`src/sfr_exec_pkg.sv`:
```
// Purpose: shared constants and carriers for the special-register execute block
// Assumes: 14-bit instruction words, 8-bit data, 7-bit file addresses
// Notes:   file addresses of the status register, low pc byte and high latch
package sfr_exec_pkg;
    localparam logic [6:0]  ADDR_STATUS   = 7'h03;   // status register file address
    localparam logic [6:0]  ADDR_PCLOW    = 7'h02;   // pc_low_byte file address
    localparam logic [6:0]  ADDR_PCLATCH  = 7'h0A;   // pc_high_latch file address
    localparam int          BIT_CARRY     = 0;       // carry flag position
    localparam int          BIT_DIGIT     = 1;       // digit_carry_flag position
    localparam int          BIT_ZERO      = 2;       // zero flag position
    localparam logic [7:0]  STATUS_RESET  = 8'h18;   // status value after reset
    localparam logic [7:0]  BYTE_ZERO     = 8'h00;   // cleared byte
    localparam logic [4:0]  PCHI_RESET    = 5'h00;   // pc high byte after reset
    localparam logic [13:0] NOP_WORD      = 14'h0000;// no-operation encoding
    localparam logic [3:0]  OPC_BIT_SKIP  = 4'h7;    // top bits 01 11 of bit_test_skip_if_set
    localparam logic [6:0]  OPC_CLEAR_FR  = 7'h03;   // top bits 00 0001 1 of clear_file_register
    localparam logic [3:0]  OPC_BIT_CLR   = 4'h4;    // top bits 01 00 bit clear
    localparam logic [3:0]  OPC_BIT_SET   = 4'h5;    // top bits 01 01 bit set
    localparam logic [1:0]  OPC_BYTE_OPS  = 2'h0;    // top bits 00 byte-oriented ops

    // decoded instruction handed to the execute stage
    typedef struct packed {
        logic [13:0] word;      // raw instruction word
        logic        valid;     // word is a real instruction
    } instr_s;

    // one file-register write request
    typedef struct packed {
        logic       en;         // write strobe
        logic [6:0] addr;       // file address
        logic [7:0] data;       // byte to store
    } fwrite_s;

    // alu result from the arithmetic path
    typedef struct packed {
        logic [7:0] value;      // 8-bit result
        logic       zero;       // zero flag result
        logic       carry;      // carry flag result
        logic       digitCarry; // digit_carry_flag result
        logic       setsZero;   // instruction affects zero
        logic       setsCarry;  // instruction affects carry and digit carry
        logic       toFile;     // destination is file (else working_register)
    } alu_s;
endpackage

```
`src/sfr_access_and_skip_execution.sv`:
```
// Purpose: execute-stage handling of special registers, bit ops, skip and clear
// Assumes: one instruction per clk_sys cycle, file read data valid same cycle
// Notes:   outputs apart from fileRdAddr are registered; file writes land one cycle after execute
// Function
// - every file register usable as source/destination
// - instruction flags override bits written to status
// - pc low write loads high from latch
// - pc high byte not file-addressable
// - bit ops rewrite whole byte, change one bit
// - clear writes zero then sets zero flag
`timescale 1ns/10ps
module sfr_access_and_skip_execution (
    input  wire logic                  clk_sys,     // core instruction clock
    input  wire logic                  resetn,      // async active-low reset
    input  wire sfr_exec_pkg::instr_s  instrIn,     // instruction being executed
    input  wire logic [7:0]            fileRdData,  // byte read from addressed file reg
    input  wire sfr_exec_pkg::alu_s    aluIn,       // result of byte-oriented alu ops
    output logic [6:0]                 fileRdAddr,  // address read this cycle
    output sfr_exec_pkg::fwrite_s      fileWrite,   // registered file write
    output logic [7:0]                 statusOut,   // status register contents
    output logic [7:0]                 pcLowByte,   // pc_low_byte
    output logic [4:0]                 pcHighByte,  // pc_high_byte
    output logic [7:0]                 pcHighLatch, // pc_high_latch
    output logic [7:0]                 workingReg,  // working_register
    output logic                       pcLoad,      // pc was written by an instruction
    output logic                       flushNext    // discard prefetched instruction
);
    // reset release synchroniser
    logic rstMeta_reg;  // first stage, read only by the second
    logic rstSync_reg;  // synchronised reset, active low

    always_ff @(posedge clk_sys or negedge resetn) begin
        if (!resetn) begin
            rstMeta_reg <= 1'b0;
            rstSync_reg <= 1'b0;
        end else begin
            rstMeta_reg <= 1'b1;
            rstSync_reg <= rstMeta_reg;
        end
    end

    // execute state: normal or the second, nop cycle of a skip
    typedef enum logic [0:0] {
        ST_RUN  = 1'b0,
        ST_SKIP = 1'b1
    } exec_e;

    exec_e       state_reg;      // current state
    exec_e       state_next;     // next state
    logic [7:0]  status_reg;     // status register storage
    logic [7:0]  pcLow_reg;      // pc low byte
    logic [4:0]  pcHigh_reg;     // pc high byte, not mapped
    logic [7:0]  pcLatch_reg;    // high holding latch
    logic [7:0]  workReg_reg;    // working register
    logic        pcLoad_reg;     // pc load pulse
    logic        flush_reg;      // flush pulse
    logic        wrEn_reg;       // file write strobe
    logic [6:0]  wrAddr_reg;     // file write address
    logic [7:0]  wrData_reg;     // file write data

    logic [13:0] word;           // effective word, nop while skipping
    logic [6:0]  fAddr;          // file field
    logic [2:0]  bitSel;         // bit-select field
    logic [7:0]  srcByte;        // operand after special-register muxing
    logic        isSkip;         // bit_test_skip_if_set
    logic        isClear;        // clear_file_register
    logic        isBitClr;       // bit clear
    logic        isBitSet;       // bit set
    logic        isByteOp;       // byte op with alu result
    logic [7:0]  result;         // byte to be written
    logic        toFile;         // result goes to file
    logic        setZ;           // zero flag affected
    logic        setC;           // carry flags affected
    logic        zVal;           // zero flag value
    logic        cVal;           // carry value
    logic        digitVal;       // digit carry value
    logic [7:0]  statusNext;     // status after this instruction

    // one-hot mask of the selected bit, used by set and clear
    function automatic logic [7:0] bitMask(input logic [2:0] sel);
        bitMask = 8'h01 << sel;
    endfunction

    // read mux for special registers held here
    function automatic logic [7:0] readFile(input logic [6:0] a, input logic [7:0] ext,
                                            input logic [7:0] st, input logic [7:0] pl,
                                            input logic [7:0] lt);
        if (a == sfr_exec_pkg::ADDR_STATUS) begin
            readFile = st;
        end else if (a == sfr_exec_pkg::ADDR_PCLOW) begin
            readFile = pl;
        end else if (a == sfr_exec_pkg::ADDR_PCLATCH) begin
            readFile = lt;
        end else begin
            readFile = ext;
        end
    endfunction

    // decode and compute result
    always_comb begin
        word     = (state_reg == ST_SKIP || !instrIn.valid) ? sfr_exec_pkg::NOP_WORD : instrIn.word;
        fAddr    = word[6:0];
        bitSel   = word[9:7];
        srcByte  = readFile(fAddr, fileRdData, status_reg, pcLow_reg, pcLatch_reg);
        isSkip   = word[13:10] == sfr_exec_pkg::OPC_BIT_SKIP;
        isClear  = word[13:7] == sfr_exec_pkg::OPC_CLEAR_FR;
        isBitClr = word[13:10] == sfr_exec_pkg::OPC_BIT_CLR;
        isBitSet = word[13:10] == sfr_exec_pkg::OPC_BIT_SET;
        isByteOp = (word[13:12] == sfr_exec_pkg::OPC_BYTE_OPS) && !isClear && (word != sfr_exec_pkg::NOP_WORD);
        result   = srcByte;
        toFile   = 1'b0;
        setZ     = 1'b0;
        setC     = 1'b0;
        zVal     = 1'b0;
        cVal     = 1'b0;
        digitVal = 1'b0;
        if (isClear) begin
            result = sfr_exec_pkg::BYTE_ZERO;
            toFile = 1'b1;
            setZ   = 1'b1;
            zVal   = 1'b1;
        end else if (isBitClr) begin
            result = srcByte & ~bitMask(bitSel);
            toFile = 1'b1;
        end else if (isBitSet) begin
            result = srcByte | bitMask(bitSel);
            toFile = 1'b1;
        end else if (isByteOp) begin
            result = aluIn.value;
            toFile = aluIn.toFile;
            setZ   = aluIn.setsZero;
            setC   = aluIn.setsCarry;
            zVal   = aluIn.zero;
            cVal   = aluIn.carry;
            digitVal = aluIn.digitCarry;
        end
        // skip leaves everything untouched apart from the state
        state_next = (state_reg == ST_RUN && isSkip && srcByte[bitSel]) ? ST_SKIP : ST_RUN;
        // status: written byte first, then the instruction's own flags on top
        statusNext = status_reg;
        if (toFile && fAddr == sfr_exec_pkg::ADDR_STATUS) begin
            statusNext = result;
        end
        if (setZ) begin
            statusNext[sfr_exec_pkg::BIT_ZERO] = zVal;
        end
        if (setC) begin
            statusNext[sfr_exec_pkg::BIT_CARRY] = cVal;
            statusNext[sfr_exec_pkg::BIT_DIGIT] = digitVal;
        end
    end

    // skip state register
    always_ff @(posedge clk_sys or negedge rstSync_reg) begin
        if (!rstSync_reg) begin
            state_reg <= ST_RUN;
            flush_reg <= 1'b0;
        end else begin
            state_reg <= state_next;
            flush_reg <= (state_next == ST_SKIP);
        end
    end

    // status register with flag override
    always_ff @(posedge clk_sys or negedge rstSync_reg) begin
        if (!rstSync_reg) begin
            status_reg <= sfr_exec_pkg::STATUS_RESET;
        end else begin
            status_reg <= statusNext;
        end
    end

    // program counter bytes and latch
    always_ff @(posedge clk_sys or negedge rstSync_reg) begin
        if (!rstSync_reg) begin
            pcLow_reg   <= sfr_exec_pkg::BYTE_ZERO;
            pcHigh_reg  <= sfr_exec_pkg::PCHI_RESET;
            pcLatch_reg <= sfr_exec_pkg::BYTE_ZERO;
            pcLoad_reg  <= 1'b0;
        end else begin
            pcLoad_reg <= toFile && fAddr == sfr_exec_pkg::ADDR_PCLOW;
            if (toFile && fAddr == sfr_exec_pkg::ADDR_PCLOW) begin
                pcLow_reg  <= result;
                pcHigh_reg <= pcLatch_reg[4:0];
            end else begin
                pcLow_reg <= pcLow_reg + 8'h01;
            end
            if (toFile && fAddr == sfr_exec_pkg::ADDR_PCLATCH) begin
                pcLatch_reg <= result;
            end
        end
    end

    // working register and external file writes
    always_ff @(posedge clk_sys or negedge rstSync_reg) begin
        if (!rstSync_reg) begin
            workReg_reg <= sfr_exec_pkg::BYTE_ZERO;
            wrEn_reg   <= 1'b0;
            wrAddr_reg <= 7'h00;
            wrData_reg <= sfr_exec_pkg::BYTE_ZERO;
        end else begin
            if (isByteOp && !aluIn.toFile) begin
                workReg_reg <= result;
            end
            wrEn_reg   <= toFile && fAddr != sfr_exec_pkg::ADDR_STATUS
                          && fAddr != sfr_exec_pkg::ADDR_PCLOW && fAddr != sfr_exec_pkg::ADDR_PCLATCH;
            wrAddr_reg <= fAddr;
            wrData_reg <= result;
        end
    end

    // outputs from flip-flops, except fileRdAddr taken straight from instrIn
    assign fileRdAddr       = instrIn.word[6:0];
    assign fileWrite.en     = wrEn_reg;
    assign fileWrite.addr   = wrAddr_reg;
    assign fileWrite.data   = wrData_reg;
    assign statusOut        = status_reg;
    assign pcLowByte        = pcLow_reg;
    assign pcHighByte       = pcHigh_reg;
    assign pcHighLatch      = pcLatch_reg;
    assign workingReg       = workReg_reg;
    assign pcLoad           = pcLoad_reg;
    assign flushNext        = flush_reg;
endmodule

```
`config.mk`:
```
export PLATFORM = sky130hd
export DESIGN_NAME = sfr_access_and_skip_execution
export DESIGN_NICKNAME = d
export VERILOG_FILES = /design/src/sfr_exec_pkg.sv /design/src/sfr_access_and_skip_execution.sv
export SDC_FILE = /design/constraint.sdc
export NUM_CORES = 1
export LEC_CHECK = 0
export BUFFER_PORTS_ARGS = -buffer_cell sky130_fd_sc_hd__clkbuf_2
export CORE_AREA = 2 2 88 90
export DETAILED_ROUTE_END_ITERATION = 10
export DIE_AREA = 0 0 90 92
export PLACE_DENSITY_LB_ADDON = 0.3
export SLEW_MARGIN = 20
export SYNTH_ARGS = -nofsm -noshare
export SYNTH_HDL_FRONTEND = slang
export SYNTH_SLANG_ARGS = --single-unit
```
`constraint.sdc`:
```
create_clock -name clk_sys -period 4.3 [get_ports clk_sys]
set_clock_uncertainty 0.2 [all_clocks]
set_input_delay 0.215 -clock clk_sys [delete_from_list [all_inputs] [get_ports clk_sys]]
set_output_delay 0.215 -clock clk_sys [all_outputs]
set_load 0.05 [all_outputs]
```
# [Word level (Yosys, flattened, before mapping)]
# Cells that the tools add are included.
[word_totals] input_bits=39 output_inout_bits=62 wordCells=89 ff_bits=57
[classes] bitwise_logic=4 addsub=1 n_lt_le_gt_ge=1 n_eq_ne=10 shifts=1 reduce_logical=19 mux=39
[ops] operator="8-bit two-way mux" count=8
[ops] operator="1-bit two-way mux" count=27
[ops] operator="7-bit by 2-bit == test with 1-bit output, second input constant" count=3
[ops] operator="14-bit two-way mux" count=1
[ops] operator="7-bit by 2-bit != test with 1-bit output, second input constant" count=2
[ops] operator="14-bit nonzero test" count=1
[ops] operator="4-bit by 3-bit == test with 1-bit output, second input constant" count=3
[ops] operator="1-bit logical AND" count=11
[ops] operator="8-bit by 1-bit adder with 8-bit output, second input constant" count=1
[ops] operator="8-bit AND" count=1
[ops] operator="8-bit inverter" count=1
[ops] operator="8-bit OR" count=1
[ops] operator="1-bit by 3-bit left shift with 8-bit output, first input constant" count=1
[ops] operator="7-bit by 4-bit == test with 1-bit output, second input constant" count=1
[ops] operator="7-bit by 4-bit != test with 1-bit output, second input constant" count=1
[ops] operator="3-bit by 4-bit less-than comparator with 1-bit output, second input constant" count=1
[ops] operator="2-bit nonzero test" count=2
[ops] operator="1-bit binary-select mux with 3-bit select" count=1
[ops] operator="1-bit logical NOT" count=3
[ops] operator="3-bit two-way mux" count=1
[ops] operator="2-bit logical NOT" count=1
[ops] operator="2-bit two-way mux" count=1
[ops] operator="1-bit logical OR" count=1
[ops] operator="1-bit inverter" count=1

# [Longest topological paths before layout]
# Gate-level depths: netlist of the first run.
[logic_depth] depth_word=14 ltp_mapped=10 depth_no_buf=7

# [Worst setup path before layout of the first run]
# No wires, ideal clock.
[synth_path] path_type="register to register" from="register, netlist name flushNext" to="register status_reg[1] (netlist: statusOut[1])" n_path_buf=1 required_time_ps=3974 setup_slack_ps=1450 period_less_slack_ps=2850 setup_time_ps=126 stages_incl_launch_ff=8 arrival_time_ps=2524 path_cell_list="dfrtp_1 nand4bb_1 nor2_1 a211oi_4 or4b_1 buf_6 and3_1 a221o_1"
[synth_lines] element="end signal, assigned" line_no="sfr_access_and_skip_execution.sv:167" text="status_reg <= sfr_exec_pkg::STATUS_RESET;"
[synth_lines] element="end signal, assigned" line_no="sfr_access_and_skip_execution.sv:169" text="status_reg <= statusNext;"
[synth_lines] element="end, declared" line_no="sfr_access_and_skip_execution.sv:50" text="logic [7:0] status_reg;"

# [Final worst setup path of the first run]
[layout_path] from="input instrIn[5] (netlist name)" to="register status_reg[2] (netlist: statusOut[2])"
[layout_via] elab_chain_len=11 elab_cells_between_ends=31 cone_classes="3 x eq/ne; 22 x mux; 2 x bitwise; 4 x reduce/logical"
[layout_lines] element="start, declared" line_no="sfr_access_and_skip_execution.sv:15" text="input wire sfr_exec_pkg::instr_s instrIn,"
[layout_lines] element="14-bit two-way mux *" line_no="sfr_access_and_skip_execution.sv:101" text="word = (state_reg == ST_SKIP || !instrIn.valid) ? sfr_exec_pkg::NOP_WORD : instrIn.word;"
[layout_lines] element="7-bit by 4-bit == test with 1-bit output" line_no="sfr_access_and_skip_execution.sv:92" text="end else if (a == sfr_exec_pkg::ADDR_PCLATCH) begin"
[layout_lines] element="8-bit two-way mux" line_no="sfr_access_and_skip_execution.sv:92"
[layout_lines] element="8-bit two-way mux" line_no="sfr_access_and_skip_execution.sv:90" text="end else if (a == sfr_exec_pkg::ADDR_PCLOW) begin"
[layout_lines] element="8-bit two-way mux" line_no="sfr_access_and_skip_execution.sv:88" text="if (a == sfr_exec_pkg::ADDR_STATUS) begin"
[layout_lines] element="8-bit two-way mux or 8-bit OR (tied branches)" line_no="sfr_access_and_skip_execution.sv:128, sfr_access_and_skip_execution.sv:126"
[layout_lines] element="8-bit two-way mux" line_no="sfr_access_and_skip_execution.sv:125" text="end else if (isBitSet) begin"
[layout_lines] element="8-bit two-way mux" line_no="sfr_access_and_skip_execution.sv:122" text="end else if (isBitClr) begin"
[layout_lines] element="8-bit two-way mux" line_no="sfr_access_and_skip_execution.sv:117" text="if (isClear) begin"
[layout_lines] element="3-bit two-way mux" line_no="sfr_access_and_skip_execution.sv:141" text="if (toFile && fAddr == sfr_exec_pkg::ADDR_STATUS) begin"
[layout_lines] element="1-bit two-way mux" line_no="sfr_access_and_skip_execution.sv:144" text="if (setZ) begin"
# Mark *: on every way between the ends. The rest lies on a longest branch, timed or not. The select of a mux whose other input is x is not followed.
# A chain may end at the register's enable or synchronous reset.

==> results.py, run 1 <==
metrics = {
    "outcome": {
        "status": "complete, no violations",
    },
    "critical_path": {
        "required_ns": 4.34,
        "cp.arrival_ns": 3.70,
        "critPathLaunchType": "input pin",
        "critPathKind": "input pin to register",
        "cp-end-kind": "register",
        "path_max_fanout": 18,
    },
    "floorplan": {
        "coreArea_um2": 7450,
        "dieArea_um2": 8280,
        "start_util": 0.427,
        "num_rows": 32,
        "io_pins": 101,
        "fp.dieW_um": 90,
        "die_h_um": 92,
    },
    "drt": {
        "num_vias": 2973,
        "vias_per_cell": 5.62,
        "totalWireLength_mm": 9.23,
        "drcViolationCount": 0,
        "post_drt_wl_per_cell_um": 17.4,
        "drtIter0Drc": 330,
        "drtPass1Iterations": 5,
        "drtAntennaViolNets": 0,
    },
    "global_route": {
        "grt.total_usage": 0.230,
        "grt_pass1_wl_mm": 14.8,
        "grt_pass1_vias": 2794,
        "grt_antenna_before_repair": 0,
        "grt-ovfl-total": 0,
        "grt_max_degree": 36,
    },
    "power_and_ir_drop": {
        "power_density_nw_per_um2": 460,
        "switchingPower_uw": 734,
        "peakVddDrop_uv": 366,
        "leakage_nw": 1.91,
        "power_frac_comb": 0.314,
        "p_seq_frac": 0.374,
        "swShare": 0.399,
        "intPower_mw": 1.11,
        "pwr-share-clk": 0.312,
    },
    "cts": {
        "path_clk_slew_ns": 0.07,
        "clock-sinks": 57,
        "cts-root-buf": "clkbuf_8",
        "htreeDepth": 3,
        "tritoncts": "yes",
        "clock_latency_ns": 0.34,
        "cts_resized": 0,
        "clockBufferDepth": 2,
        "cts_inserted_buffers": 9,
    },
    "sta": {
        "report.final.hold_viol_count": 0,
        "worst_pin_slew_ns": 0.732,
        "max_freq_mhz": 273,
        "rsz0062_at_grt": "false",
        "finalSetupTns_ns": 0,
        "setup_violations": 0,
        "min_period_over_period": 0.852,
        "slew_violations": 0,
        "setup_ws_ns": 0.637,
        "whs_ns": 0.0170,
        "relSlewSlack": 0.511,
        "finalCriticalPeriod_ns": 3.66,
    },
    "synthesis": {
        "syn-cell-area_um2": 3180,
        "synthArstFlopShare": 1.00,
        "ys_seq_elements": 57,
        "ys.flop_type": "dfrtp_1",
        "avgSynthCellArea_um2": 9.82,
        "synthesis.nets": 364,
        "yosysSeqAreaShare": 0.449,
        "yosysWarnings": 0,
        "synth_cell_type_count": 63,
        "synthCells": 324,
        "synth_edf_count": 0,
    },
    "layout": {
        "mostFrequentLayoutCells": "clkbuf_2 (100), dfrtp_1 (54), nand2_1 (22)",
        "drive_above_1_share": 0.347,
        "final_area_um2": 4010,
        "layout.nets": 462,
        "final_util": 0.538,
        "syn_to_final_growth_pct": 25.9,
        "diodes": 0,
        "final_common_cell": "clkbuf_2",
    },
    "run": {
        "drv_cap": 0,
    },
    "place": {
        "numPortBuffers": 100,
        "dp_slack_ns": 1.14,
        "place_area_um2": 3680,
        "routabilityCongestion": 0.962,
        "place_hpwl_mm": 6.86,
    },
    "hold_path": {
        "hp-class": "register to asynchronous set/reset pin",
    },
}
per-layer routing:
| metal | track usage | share of wire | vias up |
|---|---|---|---|
| met1 | 0.325 | 0.44 | 1430 |
| met5 | 0 | 0 | - |
| met4 | 0.0744 | 0.016 | 0 |
| met3 | 0.0477 | 0.068 | 17 |
| li1 | - | - | 1379 |
| met2 | 0.356 | 0.47 | 147 |
synth_stat cells, drive strengths merged, types with 7 or more instances:
library cell   n  area share
mux2i         12       0.038
dfrtp         55        0.43
clkbuf        10       0.012
o41ai          7       0.019
and2           7       0.014
nor2          20       0.024
inv           20       0.024
a21oi         12       0.019
mux2          12       0.042
o21ai         17       0.027
nand2         22       0.026
nor4           9       0.020
nand3         14       0.022
buf           18       0.042
through the flow:
| stage | total power, mW | std cells |
|---|---|---|
| 2_1_floorplan | 1.11 | 324 |
| 3_3_place_gp | 1.27 | 503 |
| 3_5_place_dp | 1.27 | 503 |
| 4_1_cts | 1.85 | 529 |
| 5_1_grt | 1.92 | 529 |
| 6_report | 1.84 | 529 |
worst max-delay path, cell delays in order:
cell,delay [ns]
dlygate4sd3_1,0.53
clkbuf_2,0.13
or4_4,0.66
o31a_1,0.49
a211oi_4,0.37
or4b_1,0.50
a31oi_1,0.14
dlygate4sd3_1,0.58
o31ai_1,0.08
final cells by class:
cell class / instances / area (µm²)
fillers: 702 / 3440
multi-input cells: 219 / 1510
flip-flops and latches: 57 / 1430
repair buffers: 115 / 638
clock buffers: 10 / 138
well taps: 102 / 128
clock inverters: 6 / 91.3
inverters: 20 / 75.1
worst paths after layout:
kind,from,endpoint,slack [ns],cells after the start
max,instrIn[5],statusOut[2],0.64,9
min,rstSync_reg,workingReg[3],0.02,0
max reg2reg,flushNext,statusOut[2],0.71,7
min reg2reg,rstSync_reg,workingReg[3],0.02,0
max in group asynchronous,rstSync_reg,wrAddr_reg[0],3.07,1
min in group clk_sys,aluIn[2],statusOut[2],0.05,3
timing repair:
item,in CTS,in global routing
endpoints found under the hold margin,9,0
hold buffers,10,0
setup buffers,0,0
power by group through the flow:
stage,Clock (mW),Combinational [mW],Sequential [mW]
6_report,0.575,0.578,0.690
3_3_place_gp,0,0.569,0.698
2_1_floorplan,0,0.175,0.933
4_1_cts,0.582,0.580,0.690
5_1_grt,0.613,0.612,0.699
3_5_place_dp,0,0.569,0.699
cell families (layout without fill, tap and decap cells):
logic type / count (synthesis) / count (layout) / synth area share
xor+xnor: 6 / 6 / 0.0165
buf+inv: 48 / 151 / 0.0775
mux: 24 / 24 / 0.0803
other cells: 1 / 1 / 0.00118
fa+ha+maj: 1 / 1 / 0.00393
simple gates: 105 / 105 / 0.185
compound gates: 82 / 82 / 0.186
flops: 57 / 57 / 0.449
Power figures use the tool's default switching activity.
==> run 2, diff against run 1 <==
--- a/config.mk
+++ b/config.mk
@@ -7,7 +7,7 @@
 export LEC_CHECK = 0
 export BUFFER_PORTS_ARGS = -buffer_cell sky130_fd_sc_hd__clkbuf_2
-export CORE_AREA = 2 2 88 90
+export CORE_AREA = 2 2 80 82
 export DETAILED_ROUTE_END_ITERATION = 10
-export DIE_AREA = 0 0 90 92
+export DIE_AREA = 0 0 82 84
 export PLACE_DENSITY_LB_ADDON = 0.3
 export SLEW_MARGIN = 20
==> constraint.sdc (replaced) <==
create_clock -name clk_sys -period 4.3 [get_ports clk_sys]
set_clock_uncertainty 0.2 [all_clocks]
set_input_delay 0.43 -clock clk_sys [delete_from_list [all_inputs] [get_ports clk_sys]]
set_output_delay 0.43 -clock clk_sys [all_outputs]
set_load 0.05 [all_outputs]
==> run 2 against run 1 <==
- non-clock buffer count shrank 7
- register-to-register slack better by 0.34 ns
- die area is 17% lower
- fmax increased by 13%
- combinational power about the same
- critical path depth decreased by 3
- global-route usage grew 4.8 points
- clock power fell by 14%
- core utilization rose by 9.5 points
- critical endpoint is now statusOut[1]
- largest cell class unchanged
==> results.py, run 2 (synthesis results as in run 1) <==
metrics = {
    "global_route": {
        "grt_antenna_before_repair": 0,
        "grt_pass1_vias": 2698,
        "grt_pass1_wl_mm": 14.2,
        "grt.total_usage": 0.278,
        "grt_max_degree": 56,
        "grt-ovfl-total": 0,
    },
    "sta": {
        "setup_ws_ns": 1.05,
        "rsz0062_at_grt": "false",
        "finalSetupTns_ns": 0,
        "worst_pin_slew_ns": 0.845,
        "slew_violations": 0,
        "max_freq_mhz": 307,
        "setup_violations": 0,
        "finalCriticalPeriod_ns": 3.25,
        "min_period_over_period": 0.756,
        "relSlewSlack": 0.436,
        "report.final.hold_viol_count": 0,
    },
    "place": {
        "dp_slack_ns": 0.994,
        "place_hpwl_mm": 6.63,
        "dpl.cell_count": 480,
        "place_area_um2": 3660,
        "routabilityCongestion": 0.929,
        "numPortBuffers": 100,
    },
    "cts": {
        "clock-sinks": 57,
        "cts_resized": 0,
        "cts-root-buf": "clkbuf_8",
        "clock_latency_ns": 0.34,
        "clockBufferDepth": 2,
        "path_clk_slew_ns": 0.08,
        "tritoncts": "yes",
        "htreeDepth": 3,
        "cts_inserted_buffers": 9,
    },
    "power_and_ir_drop": {
        "leakage_nw": 1.86,
        "peakVddDrop_uv": 371,
        "power_density_nw_per_um2": 455,
    },
    "drt": {
        "drtIter0Drc": 241,
        "post_drt_wl_per_cell_um": 18.6,
        "drtAntennaViolNets": 0,
        "totalWireLength_mm": 9.21,
        "num_vias": 2927,
        "drcViolationCount": 0,
        "drtPass1Iterations": 5,
        "vias_per_cell": 5.90,
    },
    "floorplan": {
        "start_util": 0.522,
        "die_h_um": 84,
        "num_rows": 29,
        "coreArea_um2": 6100,
        "dieArea_um2": 6890,
        "io_pins": 101,
        "fp.dieW_um": 82,
    },
    "layout": {
        "syn_to_final_growth_pct": 21.3,
        "final_util": 0.633,
        "diodes": 0,
        "drive_above_1_share": 0.351,
        "final_area_um2": 3860,
        "fin_cells": 496,
        "layout.nets": 455,
        "mostFrequentLayoutCells": "clkbuf_2 (100), dfrtp_1 (54), nand2_1 (22)",
        "final_common_cell": "clkbuf_2",
        "fill_cells": 549,
    },
    "hold_path": {
        "hp-class": "input pin to register",
    },
    "critical_path": {
        "crit_path_max_incr_delay_ns": 0.82,
        "critPathKind": "register to register",
        "slowest_stage": "or4b_1",
        "path_max_fanout": 16,
        "critPathLaunchType": "register",
        "path_cells": "nand3b_1 -> inv_1 -> nand2_1 -> or4b_1 -> and3_1 -> a221o_1",
        "required_ns": 4.31,
        "cp.arrival_ns": 3.26,
        "cp-end-kind": "register",
    },
    "run": {
        "drv_cap": 0,
    },
    "outcome": {
        "status": "complete, no violations",
    },
}
==> run 2: per-stage QoR <==
| step | hold slack [ns] | power, mW |
|---|---|---|
| 2_1_floorplan | -0.0656 | 1.11 |
| 3_3_place_gp | 0.0158 | 1.26 |
| 3_5_place_dp | 0.0164 | 1.27 |
| 4_1_cts | 0.129 | 1.76 |
| 5_1_grt | 0.136 | 1.83 |
| 6_report | 0.138 | 1.75 |
==> run 2: metal layers <==
metal / global-route usage / part of all wire / vias up
li1: - / - / 1364
met2: 0.412 / 0.48 / 129
met3: 0.0465 / 0.062 / 13
met5: 0 / 0 / -
met1: 0.400 / 0.44 / 1421
met4: 0.111 / 0.017 / 0
==> run 2: cell type report <==
| cell class | instances | area (µm²) | share of cell area |
|---|---|---|---|
| clock buffers | 12 | 145 | 0.0376 |
| clock inverters | 3 | 42.5 | 0.0110 |
| inverters | 20 | 75.1 | 0.0195 |
| multi-input cells | 219 | 1510 | 0.390 |
| flip-flops and latches | 57 | 1430 | 0.371 |
| well taps | 77 | 96.3 | 0.0250 |
| repair buffers | 108 | 563 | 0.146 |
==> run 2: path summary, 6_finish.rpt <==
path / from / end / slack (ns) / cells after the start
min in group asynchronous: rstSync_reg / workingReg[2] / 0.19 / 1
max in group asynchronous: rstSync_reg / workingReg[5] / 3.25 / 1
setup / recovery: flushNext / statusOut[1] / 1.05 / 6
hold / removal: aluIn[3] / statusOut[1] / 0.14 / 2
setup reg to reg: flushNext / statusOut[1] / 1.05 / 6
hold reg to reg: rstMeta_reg / rstSync_reg / 0.16 / 0
==> run 2: what timing repair did <==
item,in CTS,in global routing
endpoints found under the hold margin,2,0
hold buffers,1,0
setup buffers,0,0
==> run 2: critical path: cells and delay by family (launching register included) <==
kind,cells,cell delay [ns]
compound gates,1,0.25
buf+inv,1,0.27
flops,1,0.45
simple gates,4,1.95
==> run 2: report_power, final <==
| group | internal [mW] | total (mW) | switching, mW | leakage [nW] |
|---|---|---|---|---|
| registers | 0.609 | 0.681 | 0.0719 | 0.715 |
| logic | 0.151 | 0.581 | 0.430 | 1.05 |
| clock network | 0.280 | 0.492 | 0.213 | 0.0925 |
==> run 3, diff against run 2 <==
Settings changed: CORE_AREA 2 2 80 82 to 2 2 82 84, DIE_AREA 0 0 82 84 to 0 0 84 86.
Clock period 4.3 ns to 3 ns, I/O delays scaled along.
==> run 3 against run 2 <==
- sequential cell count unchanged
- critical path depth rose by 1
- clock power increased by 41%
- cell area rose by 3.8%
- final cell count up 3.8%
- via count grew 3.2%
- critical endpoint is now statusOut[2]
==> results.py, run 3 (synthesis results as in run 1) <==
metrics = {
    "cts": {
        "clock-sinks": 57,
        "path_clk_slew_ns": 0.07,
        "cts-root-buf": "clkbuf_8",
        "post_cts_buffers": 0,
        "clock_latency_ns": 0.34,
        "clockBufferDepth": 2,
        "cts_inserted_buffers": 9,
        "htreeDepth": 3,
        "tritoncts": "yes",
    },
    "layout": {
        "fin_cells": 515,
        "mostFrequentLayoutCells": "clkbuf_2 (100), dfrtp_1 (54), buf_4 (24)",
        "layout.nets": 473,
        "final_common_cell": "clkbuf_2",
        "syn_to_final_growth_pct": 25.9,
        "drive_above_1_share": 0.379,
        "fill_cells": 547,
        "diodes": 0,
    },
    "floorplan": {
        "dieArea_um2": 7220,
        "fp.dieW_um": 84,
        "num_rows": 29,
        "coreArea_um2": 6280,
        "start_util": 0.507,
        "io_pins": 101,
        "die_h_um": 86,
    },
    "critical_path": {
        "required_ns": 3.02,
        "cp-end-kind": "register",
        "cp.arrival_ns": 2.73,
        "critPathKind": "register to register",
        "crit_path_max_incr_delay_ns": 0.60,
        "path_cells": "nor4b_4 -> o31a_2 -> a211oi_4 -> or4b_1 -> buf_4 -> a31oi_1 -> o31ai_1",
        "slowest_stage": "or4b_1",
        "critPathLaunchType": "register",
        "path_max_fanout": 12,
    },
    "sta": {
        "worst_pin_slew_ns": 0.640,
        "min_period_over_period": 0.902,
        "max_freq_mhz": 369,
        "finalSetupTns_ns": 0,
        "relSlewSlack": 0.562,
        "report.final.hold_viol_count": 0,
        "slew_violations": 0,
        "finalCriticalPeriod_ns": 2.71,
        "setup_violations": 0,
        "rsz0062_at_grt": "false",
        "whs_ns": 0.0186,
    },
    "place": {
        "routabilityCongestion": 0.914,
        "numPortBuffers": 100,
        "dpl.cell_count": 497,
        "place_hpwl_mm": 6.71,
    },
    "global_route": {
        "grt.total_usage": 0.262,
        "grt_max_degree": 56,
        "grt_pass1_wl_mm": 14.7,
        "grt_pass1_vias": 2871,
        "grt-ovfl-total": 0,
        "grt_antenna_before_repair": 0,
    },
    "power_and_ir_drop": {
        "leakage_nw": 1.95,
        "fin_total_pwr_mw": 2.53,
        "power_density_nw_per_um2": 631,
        "peakVddDrop_uv": 565,
    },
    "hold_path": {
        "hp-class": "input pin to register",
    },
    "drt": {
        "num_vias": 3021,
        "drcViolationCount": 0,
        "drtAntennaViolNets": 0,
        "vias_per_cell": 5.87,
        "drtIter0Drc": 194,
        "post_drt_wl_per_cell_um": 17.9,
        "totalWireLength_mm": 9.24,
        "drtPass1Iterations": 4,
    },
    "outcome": {
        "status": "complete, no violations",
    },
    "run": {
        "drv_cap": 0,
    },
}
[run 3: changes by cell type in the layout (fill, tap and decap cells not counted), sizes merged]
cell         change
buf             +17
clkinv           +2
clkbuf           -1
dlygate4sd3      +1
[run 3: final timing paths]
| path | from | end | slack [ns] | cells after the start |
|---|---|---|---|---|
| setup / recovery | flushNext | statusOut[2] | 0.29 | 7 |
| max in group asynchronous | rstSync_reg | wrAddr_reg[1] | 1.97 | 1 |
| min in group asynchronous | resetn | rstSync_reg | 0.08 | 2 |
| setup reg to reg | flushNext | statusOut[2] | 0.29 | 7 |
| hold / removal | instrIn[5] | wrAddr_reg[4] | 0.02 | 2 |
| hold reg to reg | rstMeta_reg | rstSync_reg | 0.16 | 0 |
[run 3: per-stage QoR]
stage / util / area [µm²] / setup slack [ns]
6_report: 0.638 / 4010 / 0.293
5_1_grt: 0.638 / 4010 / 0.108
4_1_cts: 0.636 / 4000 / 0.122
3_5_place_dp: 0.603 / 3790 / 0.150
3_3_place_gp: 0.603 / 3790 / 0.197
2_1_floorplan: - / 3180 / 0.150
[run 3: repair_timing]
item | 4_1_cts | 5_1_grt
hold buffers | 2 | 0
endpoints found under the hold margin | 3 | 0
gates resized for setup | 0 | 2
endpoints found under the setup margin | 0 | 15
[run 3: power by group]
group | total (mW) | leakage (nW) | internal, mW | switching [mW]
registers | 0.981 | 0.715 | 0.873 | 0.109
logic | 0.851 | 1.14 | 0.230 | 0.621
clock network | 0.694 | 0.0933 | 0.382 | 0.312
total | 2.53 | 1.95 | 1.48 | 1.04
[run 3: layout make-up]
class | instances | area [µm²] | area share
inverter | 20 | 75.1 | 0.0187
tap | 77 | 96.3 | 0.0241
clock inverter | 5 | 56.3 | 0.0141
timing repair buffer | 126 | 701 | 0.175
clock buffer | 11 | 131 | 0.0328
sequential | 57 | 1430 | 0.357
multi-input combinational | 219 | 1520 | 0.378
[run 3: critical path, delay by kind of cell, from the launching register on]
| family | cells | cell delay, ns |
|---|---|---|
| flops | 1 | 0.45 |
| buf+inv | 1 | 0.22 |
| compound gates | 4 | 0.76 |
| simple gates | 2 | 0.96 |
[run 3: routing by layer]
layer / GRT usage / share of wire / vias to the layer above / wire length (µm)
met1: 0.359 / 0.43 / 1471 / 3970
met4: 0.0909 / 0.015 / 0 / 136
met5: 0 / 0 / - / 0
li1: - / - / 1401 / -
met2: 0.421 / 0.48 / 138 / 4410
met3: 0.0510 / 0.078 / 11 / 717
